File: src/verilog/irwc_pkg.sv
package irwc_pkg;
   // Array geometry
   localparam int unsigned ARRAY_DIM     = 2048;
   localparam int unsigned ADDR_W        = 11;
   localparam int unsigned START_W       = 10;
   localparam int unsigned DCREF_W       = 7;
   // Register byte offsets
   localparam logic [7:0]  OFS_CTRL      = 8'h00;
   localparam logic [7:0]  OFS_COL_START = 8'h04;
   localparam logic [7:0]  OFS_ROW_START = 8'h08;
   localparam logic [7:0]  OFS_DCREF_A   = 8'h0c;
   localparam logic [7:0]  OFS_DCREF_B   = 8'h10;
   localparam logic [7:0]  OFS_STATUS    = 8'h14;
   localparam logic [7:0]  OFS_COLPOS    = 8'h18;
   // Field positions
   localparam int unsigned CTRL_DUAL_BIT = 0;
   localparam int unsigned CTRL_AVG_BIT  = 1;
   localparam int unsigned STAT_ACT_BIT  = 16;
   localparam int unsigned STAT_AVG_BIT  = 17;
   localparam int unsigned STAT_DUAL_BIT = 18;
   // Reset values
   localparam logic [1:0]  CTRL_RST      = 2'h0;
   localparam logic [9:0]  START_RST     = 10'h000;
   localparam logic [6:0]  DCREF_RST     = 7'h7f;
   // Bus answers
   localparam logic [1:0]  RESP_OKAY     = 2'h0;
   localparam logic [1:0]  RESP_SLVERR   = 2'h2;
   // Line sequencer states
   typedef enum logic [1:0] {
      ST_IDLE = 2'b01,
      ST_LINE = 2'b10
   } irwc_state_e;
endpackage : irwc_pkg

File: src/verilog/irwc_readout.sv
`timescale 1ns/1ps
module irwc_readout
   import irwc_pkg::*;
(
   input  wire logic                 clk,
   input  wire logic                 rst,
   input  wire logic [7:0]           s_axi_awaddr,
   input  wire logic                 s_axi_awvalid,
   output logic                      s_axi_awready,
   input  wire logic [31:0]          s_axi_wdata,
   input  wire logic [3:0]           s_axi_wstrb,
   input  wire logic                 s_axi_wvalid,
   output logic                      s_axi_wready,
   output logic [1:0]                s_axi_bresp,
   output logic                      s_axi_bvalid,
   input  wire logic                 s_axi_bready,
   input  wire logic [7:0]           s_axi_araddr,
   input  wire logic                 s_axi_arvalid,
   output logic                      s_axi_arready,
   output logic [31:0]               s_axi_rdata,
   output logic [1:0]                s_axi_rresp,
   output logic                      s_axi_rvalid,
   input  wire logic                 s_axi_rready,
   input  wire logic                 row_sync,
   input  wire logic                 col_sync,
   input  wire logic                 pix_tick,
   input  wire logic                 avg_pin,
   output logic                      pix_a_valid_q,
   output logic [ADDR_W-1:0]         pix_a_col_q,
   output logic                      pix_a_bus_q,
   output logic                      pix_b_valid_q,
   output logic [ADDR_W-1:0]         pix_b_col_q,
   output logic [ADDR_W-1:0]         pix_row_q,
   output logic                      avg_active_q,
   output logic [DCREF_W-1:0]        dc_ref_a_q,
   output logic [DCREF_W-1:0]        dc_ref_b_q
);

   ////////////////////////////////////////////////////////////////////////
   // Helpers
   // Start register counts in pairs of lines
   function automatic logic [ADDR_W-1:0] start_addr(
      input logic [START_W-1:0] v);
      start_addr = {v, 1'b0};
   endfunction : start_addr

   // Columns consumed per pixel period
   function automatic logic [ADDR_W:0] col_step(input logic dual,
                                                input logic avg);
      col_step = {{(ADDR_W-2){1'b0}}, dual & avg, dual ^ avg, ~dual & ~avg};
   endfunction : col_step

   logic [1:0]          ctrl_q;
   logic [START_W-1:0]  col_start_q;
   logic [START_W-1:0]  row_start_q;
   irwc_state_e         st_q;
   logic                first_row_q;
   logic [ADDR_W-1:0]   col_q;
   logic                dual_w;
   logic                avg_w;
   logic [ADDR_W:0]     col_next;
   logic [ADDR_W:0]     col_b_w;
   logic                aw_hold_q;
   logic                w_hold_q;
   logic [7:0]          aw_addr_q;
   logic [31:0]         w_data_q;
   logic [3:0]          w_strb_q;
   logic                do_write;
   logic                wr_hit;
   logic [31:0]         rd_word;
   logic                rd_hit;

   assign dual_w   = ctrl_q[CTRL_DUAL_BIT];
   assign avg_w    = ctrl_q[CTRL_AVG_BIT] & avg_pin;
   assign col_next = {1'b0, col_q} + col_step(dual_w, avg_w);
   // Second output's column; past the array edge there is no sample
   assign col_b_w  = {1'b0, col_q} + (avg_w ? 12'h002 : 12'h001);

   ////////////////////////////////////////////////////////////////////////
   // Write channel: address and data taken in either order
   assign do_write = aw_hold_q & w_hold_q & ~s_axi_bvalid;

   always_ff @(posedge clk or posedge rst)
   begin
      if (rst)
      begin
         aw_hold_q     <= 1'b0;
         w_hold_q      <= 1'b0;
         s_axi_awready <= 1'b0;
         s_axi_wready  <= 1'b0;
         aw_addr_q     <= 8'h00;
         w_data_q      <= 32'h0000_0000;
         w_strb_q      <= 4'h0;
      end
      else
      begin
         s_axi_awready <= ~aw_hold_q & ~s_axi_awready & s_axi_awvalid;
         s_axi_wready  <= ~w_hold_q & ~s_axi_wready & s_axi_wvalid;
         if (s_axi_awvalid & s_axi_awready)
         begin
            aw_hold_q <= 1'b1;
            aw_addr_q <= s_axi_awaddr;
         end
         else if (do_write)
            aw_hold_q <= 1'b0;
         if (s_axi_wvalid & s_axi_wready)
         begin
            w_hold_q <= 1'b1;
            w_data_q <= s_axi_wdata;
            w_strb_q <= s_axi_wstrb;
         end
         else if (do_write)
            w_hold_q <= 1'b0;
      end
   end

   // Setup register offsets accept writes; others, status and column position included, answer with an error
   always_comb
   begin
      case (aw_addr_q)
         OFS_CTRL, OFS_COL_START, OFS_ROW_START,
         OFS_DCREF_A, OFS_DCREF_B: wr_hit = 1'b1;
         default:                  wr_hit = 1'b0;
      endcase
   end

   // Write response
   always_ff @(posedge clk or posedge rst)
   begin
      if (rst)
      begin
         s_axi_bvalid <= 1'b0;
         s_axi_bresp  <= RESP_OKAY;
      end
      else if (do_write)
      begin
         s_axi_bvalid <= 1'b1;
         s_axi_bresp  <= wr_hit ? RESP_OKAY : RESP_SLVERR;
      end
      else if (s_axi_bready)
         s_axi_bvalid <= 1'b0;
   end

   // Setup registers; only the low byte lanes carry fields
   always_ff @(posedge clk or posedge rst)
   begin
      if (rst)
      begin
         ctrl_q      <= CTRL_RST;
         col_start_q <= START_RST;
         row_start_q <= START_RST;
         dc_ref_a_q  <= DCREF_RST;
         dc_ref_b_q  <= DCREF_RST;
      end
      else if (do_write)
      begin
         case (aw_addr_q)
            OFS_CTRL:
               if (w_strb_q[0]) ctrl_q <= w_data_q[1:0];
            OFS_COL_START:
            begin
               if (w_strb_q[0]) col_start_q[7:0] <= w_data_q[7:0];
               if (w_strb_q[1]) col_start_q[9:8] <= w_data_q[9:8];
            end
            OFS_ROW_START:
            begin
               if (w_strb_q[0]) row_start_q[7:0] <= w_data_q[7:0];
               if (w_strb_q[1]) row_start_q[9:8] <= w_data_q[9:8];
            end
            OFS_DCREF_A:
               if (w_strb_q[0]) dc_ref_a_q <= w_data_q[6:0];
            OFS_DCREF_B:
               if (w_strb_q[0]) dc_ref_b_q <= w_data_q[6:0];
            default: ;
         endcase
      end
   end

   ////////////////////////////////////////////////////////////////////////
   // Read channel: one-cycle decode, answer held until taken
   always_comb
   begin
      rd_word = 32'h0000_0000;
      rd_hit  = 1'b1;
      case (s_axi_araddr)
         OFS_CTRL:      rd_word[1:0] = ctrl_q;
         OFS_COL_START: rd_word[START_W-1:0] = col_start_q;
         OFS_ROW_START: rd_word[START_W-1:0] = row_start_q;
         OFS_DCREF_A:   rd_word[DCREF_W-1:0] = dc_ref_a_q;
         OFS_DCREF_B:   rd_word[DCREF_W-1:0] = dc_ref_b_q;
         OFS_STATUS:
         begin
            rd_word[ADDR_W-1:0]    = pix_row_q;
            rd_word[STAT_ACT_BIT]  = (st_q == ST_LINE);
            rd_word[STAT_AVG_BIT]  = avg_w;
            rd_word[STAT_DUAL_BIT] = dual_w;
         end
         OFS_COLPOS:    rd_word[ADDR_W-1:0] = col_q;
         default:       rd_hit = 1'b0;
      endcase
   end

   always_ff @(posedge clk or posedge rst)
   begin
      if (rst)
      begin
         s_axi_arready <= 1'b0;
         s_axi_rvalid  <= 1'b0;
         s_axi_rdata   <= 32'h0000_0000;
         s_axi_rresp   <= RESP_OKAY;
      end
      else
      begin
         s_axi_arready <= ~s_axi_arready & ~s_axi_rvalid & s_axi_arvalid;
         if (s_axi_arvalid & s_axi_arready)
         begin
            s_axi_rvalid <= 1'b1;
            s_axi_rdata  <= rd_word;
            s_axi_rresp  <= rd_hit ? RESP_OKAY : RESP_SLVERR;
         end
         else if (s_axi_rready)
            s_axi_rvalid <= 1'b0;
      end
   end

   ////////////////////////////////////////////////////////////////////////
   // Row pointer: preset on row sync, advance on each later line
   always_ff @(posedge clk or posedge rst)
   begin
      if (rst)
      begin
         pix_row_q   <= '0;
         first_row_q <= 1'b1;
      end
      else if (row_sync)
      begin
         pix_row_q   <= start_addr(row_start_q);
         first_row_q <= 1'b1;
      end
      else if (col_sync)
      begin
         first_row_q <= 1'b0;
         // Progressive order; last row holds rather than wrapping
         if (!first_row_q && pix_row_q != ADDR_W'(ARRAY_DIM - 1))
            pix_row_q <= pix_row_q + 1'b1;
      end
   end

   // Line sequencer; a column sync restarts any line in flight
   always_ff @(posedge clk or posedge rst)
   begin
      if (rst)
      begin
         st_q  <= ST_IDLE;
         col_q <= '0;
      end
      else if (col_sync)
      begin
         st_q  <= ST_LINE;
         col_q <= start_addr(col_start_q);
      end
      else
      begin
         case (st_q)
            ST_IDLE: ;
            ST_LINE:
               if (pix_tick)
               begin
                  col_q <= col_next[ADDR_W-1:0];
                  // Line ends at the array edge
                  if (col_next[ADDR_W]) st_q <= ST_IDLE;
               end
            default: st_q <= ST_IDLE;
         endcase
      end
   end

   // Sample strobes; in dual mode the second output strobes with the first while its column is inside the array
   always_ff @(posedge clk or posedge rst)
   begin
      if (rst)
      begin
         pix_a_valid_q <= 1'b0;
         pix_b_valid_q <= 1'b0;
         pix_a_col_q   <= '0;
         pix_b_col_q   <= '0;
         pix_a_bus_q   <= 1'b0;
         avg_active_q  <= 1'b0;
      end
      else
      begin
         avg_active_q  <= avg_w;
         pix_a_valid_q <= (st_q == ST_LINE) & pix_tick & ~col_sync;
         pix_b_valid_q <= (st_q == ST_LINE) & pix_tick & ~col_sync
                          & dual_w & ~col_b_w[ADDR_W];
         if ((st_q == ST_LINE) & pix_tick)
         begin
            pix_a_col_q <= col_q;
            // Single output without averaging alternates even and odd column buses
            pix_a_bus_q <= col_q[0] & ~dual_w;
            // Second output takes the neighbouring column or pair
            pix_b_col_q <= col_b_w[ADDR_W-1:0];
         end
      end
   end

   ////////////////////////////////////////////////////////////////////////
   // Checks
   a_col_preset: assert property (@(posedge clk) disable iff (rst)
      col_sync |=> col_q == {$past(col_start_q), 1'b0} && st_q == ST_LINE)
      else $error("column pointer not preset from start");
   a_row_preset: assert property (@(posedge clk) disable iff (rst)
      row_sync |=> pix_row_q == {$past(row_start_q), 1'b0})
      else $error("row pointer not preset from start");
   a_even_start: assert property (@(posedge clk) disable iff (rst)
      $past(col_sync) |-> col_q[0] == 1'b0)
      else $error("odd column start address");
   a_row_step: assert property (@(posedge clk) disable iff (rst)
      col_sync && !row_sync && !first_row_q && pix_row_q < 11'h7ff
      |=> pix_row_q == $past(pix_row_q) + 11'h001)
      else $error("row did not advance by one");
   a_col_step: assert property (@(posedge clk) disable iff (rst)
      st_q == ST_LINE && pix_tick && !col_sync && !avg_w && !dual_w
      && !col_next[ADDR_W] |=> col_q == $past(col_q) + 11'h001)
      else $error("single column step wrong");
   a_avg_gate: assert property (@(posedge clk) disable iff (rst)
      avg_active_q |-> $past(avg_pin) && $past(ctrl_q[CTRL_AVG_BIT]))
      else $error("averaging without pin and bit");
   a_dual_phase: assert property (@(posedge clk) disable iff (rst)
      pix_b_valid_q |-> pix_a_valid_q
      && pix_b_col_q > pix_a_col_q)
      else $error("second output out of phase");
   a_single_off: assert property (@(posedge clk) disable iff (rst)
      !$past(dual_w) |-> !pix_b_valid_q)
      else $error("second output active in single mode");
   a_dcref_hold: assert property (@(posedge clk) disable iff (rst)
      !$past(do_write) |-> $stable(dc_ref_a_q) && $stable(dc_ref_b_q))
      else $error("DC reference changed without write");
   a_bresp_wait: assert property (@(posedge clk) disable iff (rst)
      s_axi_bvalid && !s_axi_bready |=> s_axi_bvalid && $stable(s_axi_bresp))
      else $error("write response dropped early");

   c_line_done: cover property (@(posedge clk) disable iff (rst)
      st_q == ST_LINE ##1 st_q == ST_IDLE);
   c_dual_avg: cover property (@(posedge clk) disable iff (rst)
      pix_b_valid_q && avg_active_q);
   c_window: cover property (@(posedge clk) disable iff (rst)
      row_sync && row_start_q != 10'h000);
   c_bad_addr: cover property (@(posedge clk) disable iff (rst)
      s_axi_rvalid && s_axi_rresp == RESP_SLVERR);

endmodule : irwc_readout

File: config.mk
export PLATFORM = sky130hd
export DESIGN_NAME = irwc_readout
export DESIGN_NICKNAME = d
export VERILOG_FILES = /design/src/verilog/irwc_pkg.sv /design/src/verilog/irwc_readout.sv
export SDC_FILE = /design/constraint.sdc
export NUM_CORES = 1
export LEC_CHECK = 0
export BUFFER_PORTS_ARGS = -buffer_cell sky130_fd_sc_hd__buf_2
export CAP_MARGIN = 20
export CORE_MARGIN = 3
export CORE_UTILIZATION = 58
export CTS_CLUSTER_DIAMETER = 120
export DETAILED_ROUTE_END_ITERATION = 16
export GPL_ROUTABILITY_DRIVEN = 0
export PLACE_DENSITY = 0.94
export SETUP_SLACK_MARGIN = 0.3
export SLEW_MARGIN = 20
export SYNTH_ARGS = -nofsm -noshare
export SYNTH_HDL_FRONTEND = slang
export SYNTH_SLANG_ARGS = --single-unit
File: constraint.sdc
create_clock -name clk -period 7.37 [get_ports clk]
set_input_delay 1.474 -clock clk [delete_from_list [all_inputs] [get_ports clk]]
set_output_delay 1.474 -clock clk [all_outputs]
set_load 0.02 [all_outputs]
==> run_results.csv <==
group,metric,value,unit
status,status,"complete, no violations",
place,dpl_cell_area,6862,um2
route,drt.antenna.violating_nets,0,
route,routed_wl,16.92,mm
worst_setup_path,crit_path_frequent_cell,"ha_1",
route,wl_per_cell,20.09,um
pwr,power.total,2.212,mW
clock_tree,cts_root_buf,"clkbuf_8",
floorplanning,pin_count,155,
route,wl_met1,6.262,mm
route,wl_met2,8.372,mm
worst_setup_path,worst-path-buf-inv,1,
clock_tree,postCtsHoldBufs,0,
yosys,async_flop_share,1.000,
hold_path,hold_path.class,"flip-flop to flip-flop",
global_route,grt_max_degree,68,
pwr,power.leakage,3.549,nW
floorplanning,die-height,110.6,um
clock_tree,cts_buffer_depth,2,
layout,nets,764,
timing,period_share,0.4327,
place,hpwl,11.69,mm
worst_setup_path,worstSetupPathType,"primary input to flip-flop",
timing,setup_violations,0,
clock_tree,cts_sinks,130,
clock_tree,clk_pin_slew_worst_paths,0.06,ns
timing,rsz0062_at_grt,"false",
layout,design_area,7466,um2
route,avgViaCountPerCell,6.221,
route,wl_met3,1.588,mm
global_route,groute.usage.overall,0.2797,
timing,timing.slew.headroom,0.3060,
yosys,synth_edf_count,0,
yosys,synth.avg_cell_area,10.63,um2
floorplanning,die_x,110.6,um
timing,fmax,313.6,MHz
worst_setup_path,slowest_delay,0.48,ns
yosys,synth.distinct_cells,59,
worst_setup_path,cp_top_family,"compound AO/OA/AOI/OAI gates",
clock_tree,cts_tree,"yes",
clock_tree,htreeDepth,4,
layout,area_delta_synth_final,17.69,%
layout,multiInputGateArea,2790,um2
worst_setup_path,slowest_stage,"a21oi_1",
yosys,synth.area.top_cells,"dfrtp_1, mux2_2, dfstp_2, nand2_1, o21ai_0",
yosys,ys_ff_latch,130,
place,port_buffers,110,
floorplanning,start_util,0.6063,
route,drt-initial-drc-count,499,
timing,hold_slack,0.4587,ns
global_route,grt_pass1_vias,5268,
route,drc,0,
layout,most-common-layout-cells,"dfrtp_1, buf_2, nand2_1",
layout,regArea,3273,um2
global_route,antenna_found_initial,0,
worst_setup_path,crit_fanout,9,
timing,hold_viol_final,0,
pwr,powerDensity,296.3,nW/um2
timing,finalMaxSlewViolations,0,
worst_setup_path,cp_data_arrival_time,3.64,ns
yosys,synth_top_area_frac,0.4497,
pwr,ir_worst_vdd,0.2683,mV
worst_setup_path,cp_cell_sequence,"buf_2, nand2_1, ha_1, ha_1, a21o_1, a21oi_1, o311ai_0, and2_1",
worst_setup_path,endpoint_kind,"flip-flop",
clock_tree,cts.repair.resized,0,
layout,layout_commonest_cell,"dfrtp_1",
timing,fin_skew,0.005345,ns
yosys,ys_seq_area_frac,0.5160,
clock_tree,cts_buffers,17,
global_route,overflow,0,
floorplanning,core_area,10460,um2
run,max_cap_violations,0,
timing,period_minus_slack,3.189,ns
yosys,yosysTopAreaCell,"dfrtp_1",
floorplanning,die_area,12230,um2
floorplanning,row_count,37,
layout,diodes,0,
clock_tree,cts_setup_buffers,0,
clock_tree,insertion_delay,0.53,ns
global_route,grt_pass1_wl,27.34,mm
route,num_vias,5238,
layout,fillCellCount,715,
route,route.top_layer_used,"met4",
timing,worst_pin_slew,1.039,ns
yosys,syn-instance-count,597,
timing,setup_tns,0,ns
place,place_ws,3.745,ns
worst_setup_path,startpoint_type,"primary input",
route,dr.pass1.iters,5,
yosys,syn-cell-area,6344,um2
yosys,ys.flop_type,"dfrtp_1",
timing,fin_ws,4.181,ns
layout,final_layout_size_suffix_gt1_frac,0.3187,
yosys,ys_warn_count,0,
worst_setup_path,required,7.82,ns
==> cell type report <==
type	count	area share
timing repair buffer	112	0.07575
tap	136	0.02279
clock inverter	9	0.01709
multi-input combinational	416	0.3737
inverter	16	0.008379
sequential	130	0.4384
clock buffer	23	0.06385
==> metal layers <==
layer  vias up  track usage
li1       2281            -
met1      2527       0.3324
met2       362       0.4632
met3        68      0.08548
met4         0       0.1355
met5         -            0
==> synthesized netlist by cell type, drive strengths merged, types with 3 or more instances <==
| cell type | count |
|---|---|
| a21oi | 13 |
| xnor2 | 16 |
| o32ai | 3 |
| nand2 | 90 |
| o21ai | 35 |
| or3 | 5 |
| dfstp | 16 |
| ha | 7 |
| a221oi | 3 |
| nand2b | 4 |
| nor3 | 6 |
| mux2i | 13 |
| nor2 | 28 |
| or4 | 6 |
| and3 | 6 |
| nand4b | 4 |
| a2bb2oi | 3 |
| nor3b | 4 |
| and4 | 3 |
| nand4 | 6 |
| dfrtp | 114 |
| nor4 | 6 |
| buf | 29 |
| nor2b | 6 |
| clkbuf | 25 |
| o31ai | 6 |
| and2 | 4 |
| inv | 15 |
| mux2 | 56 |
| nand3 | 11 |
| a22oi | 3 |
| a22o | 8 |
| a31oi | 16 |
==> through the flow <==
stage | instances | util
floorplan | 616 | -
global placement | 810 | 0.6558
detailed placement | 810 | 0.6558
CTS | 842 | 0.7136
global route | 842 | 0.7136
finish | 842 | 0.7136
==> power by group <==
group          leakage (nW)  internal [mW]  total, mW  switching (mW)
combinational          1.60          0.158      0.378           0.221
sequential             1.66          0.838      0.974           0.136
clock                 0.290          0.550      0.859           0.310
total                  3.55           1.55       2.21           0.666
==> worst paths after layout <==
check	end	from	slack [ns]	cells past startpoint
max	st_q[0]	avg_pin	4.18	8
min	s_axi_awready	s_axi_awready	0.46	1
max reg2reg	st_q[0]	ctrl_q[1]	4.73	7
min reg2reg	s_axi_awready	s_axi_awready	0.46	1
max in group asynchronous	pix_row_q[6]	rst	4.97	3
min in group asynchronous	aw_addr_q[6]	rst	1.11	2
==> worst register-to-register path: stages (launching register included) <==
cell and delay (ns):
dfrtp_1 0.48, nand2_1 0.27, ha_1 0.39, ha_1 0.29, a21o_1 0.15, a21oi_1 0.48, o311ai_0 0.28, and2_1 0.22
==> registers in the layout (all words and copies together), names as in the netlist, 2 cells and up <==
signal       flops
pix_b_col_q     11
row_start_q     10
pix_row_q       11
ctrl_q           2
col_q           11
dc_ref_a_q       7
w_strb_q         2
s_axi_rdata     14
dc_ref_b_q       7
w_data_q        10
aw_addr_q        8
st_q             2
pix_a_col_q     11
col_start_q     10
==> cells by family (layout without fill, tap and decap cells) <==
kind of cell / after synthesis / after routing / share of synthesized area
AOI/OAI and AO/OA: 105 / 105 / 0.1075
and+or+nand+nor: 196 / 196 / 0.1544
xor gates and xnor gates: 16 / 16 / 0.02209
muxes: 71 / 71 / 0.1270
DFF: 130 / 130 / 0.5160
buffers and inverters: 70 / 160 / 0.05542
adders and majority gates: 8 / 8 / 0.01696
other: 1 / 20 / 0.0005911
Power figures use the tool's default switching activity.
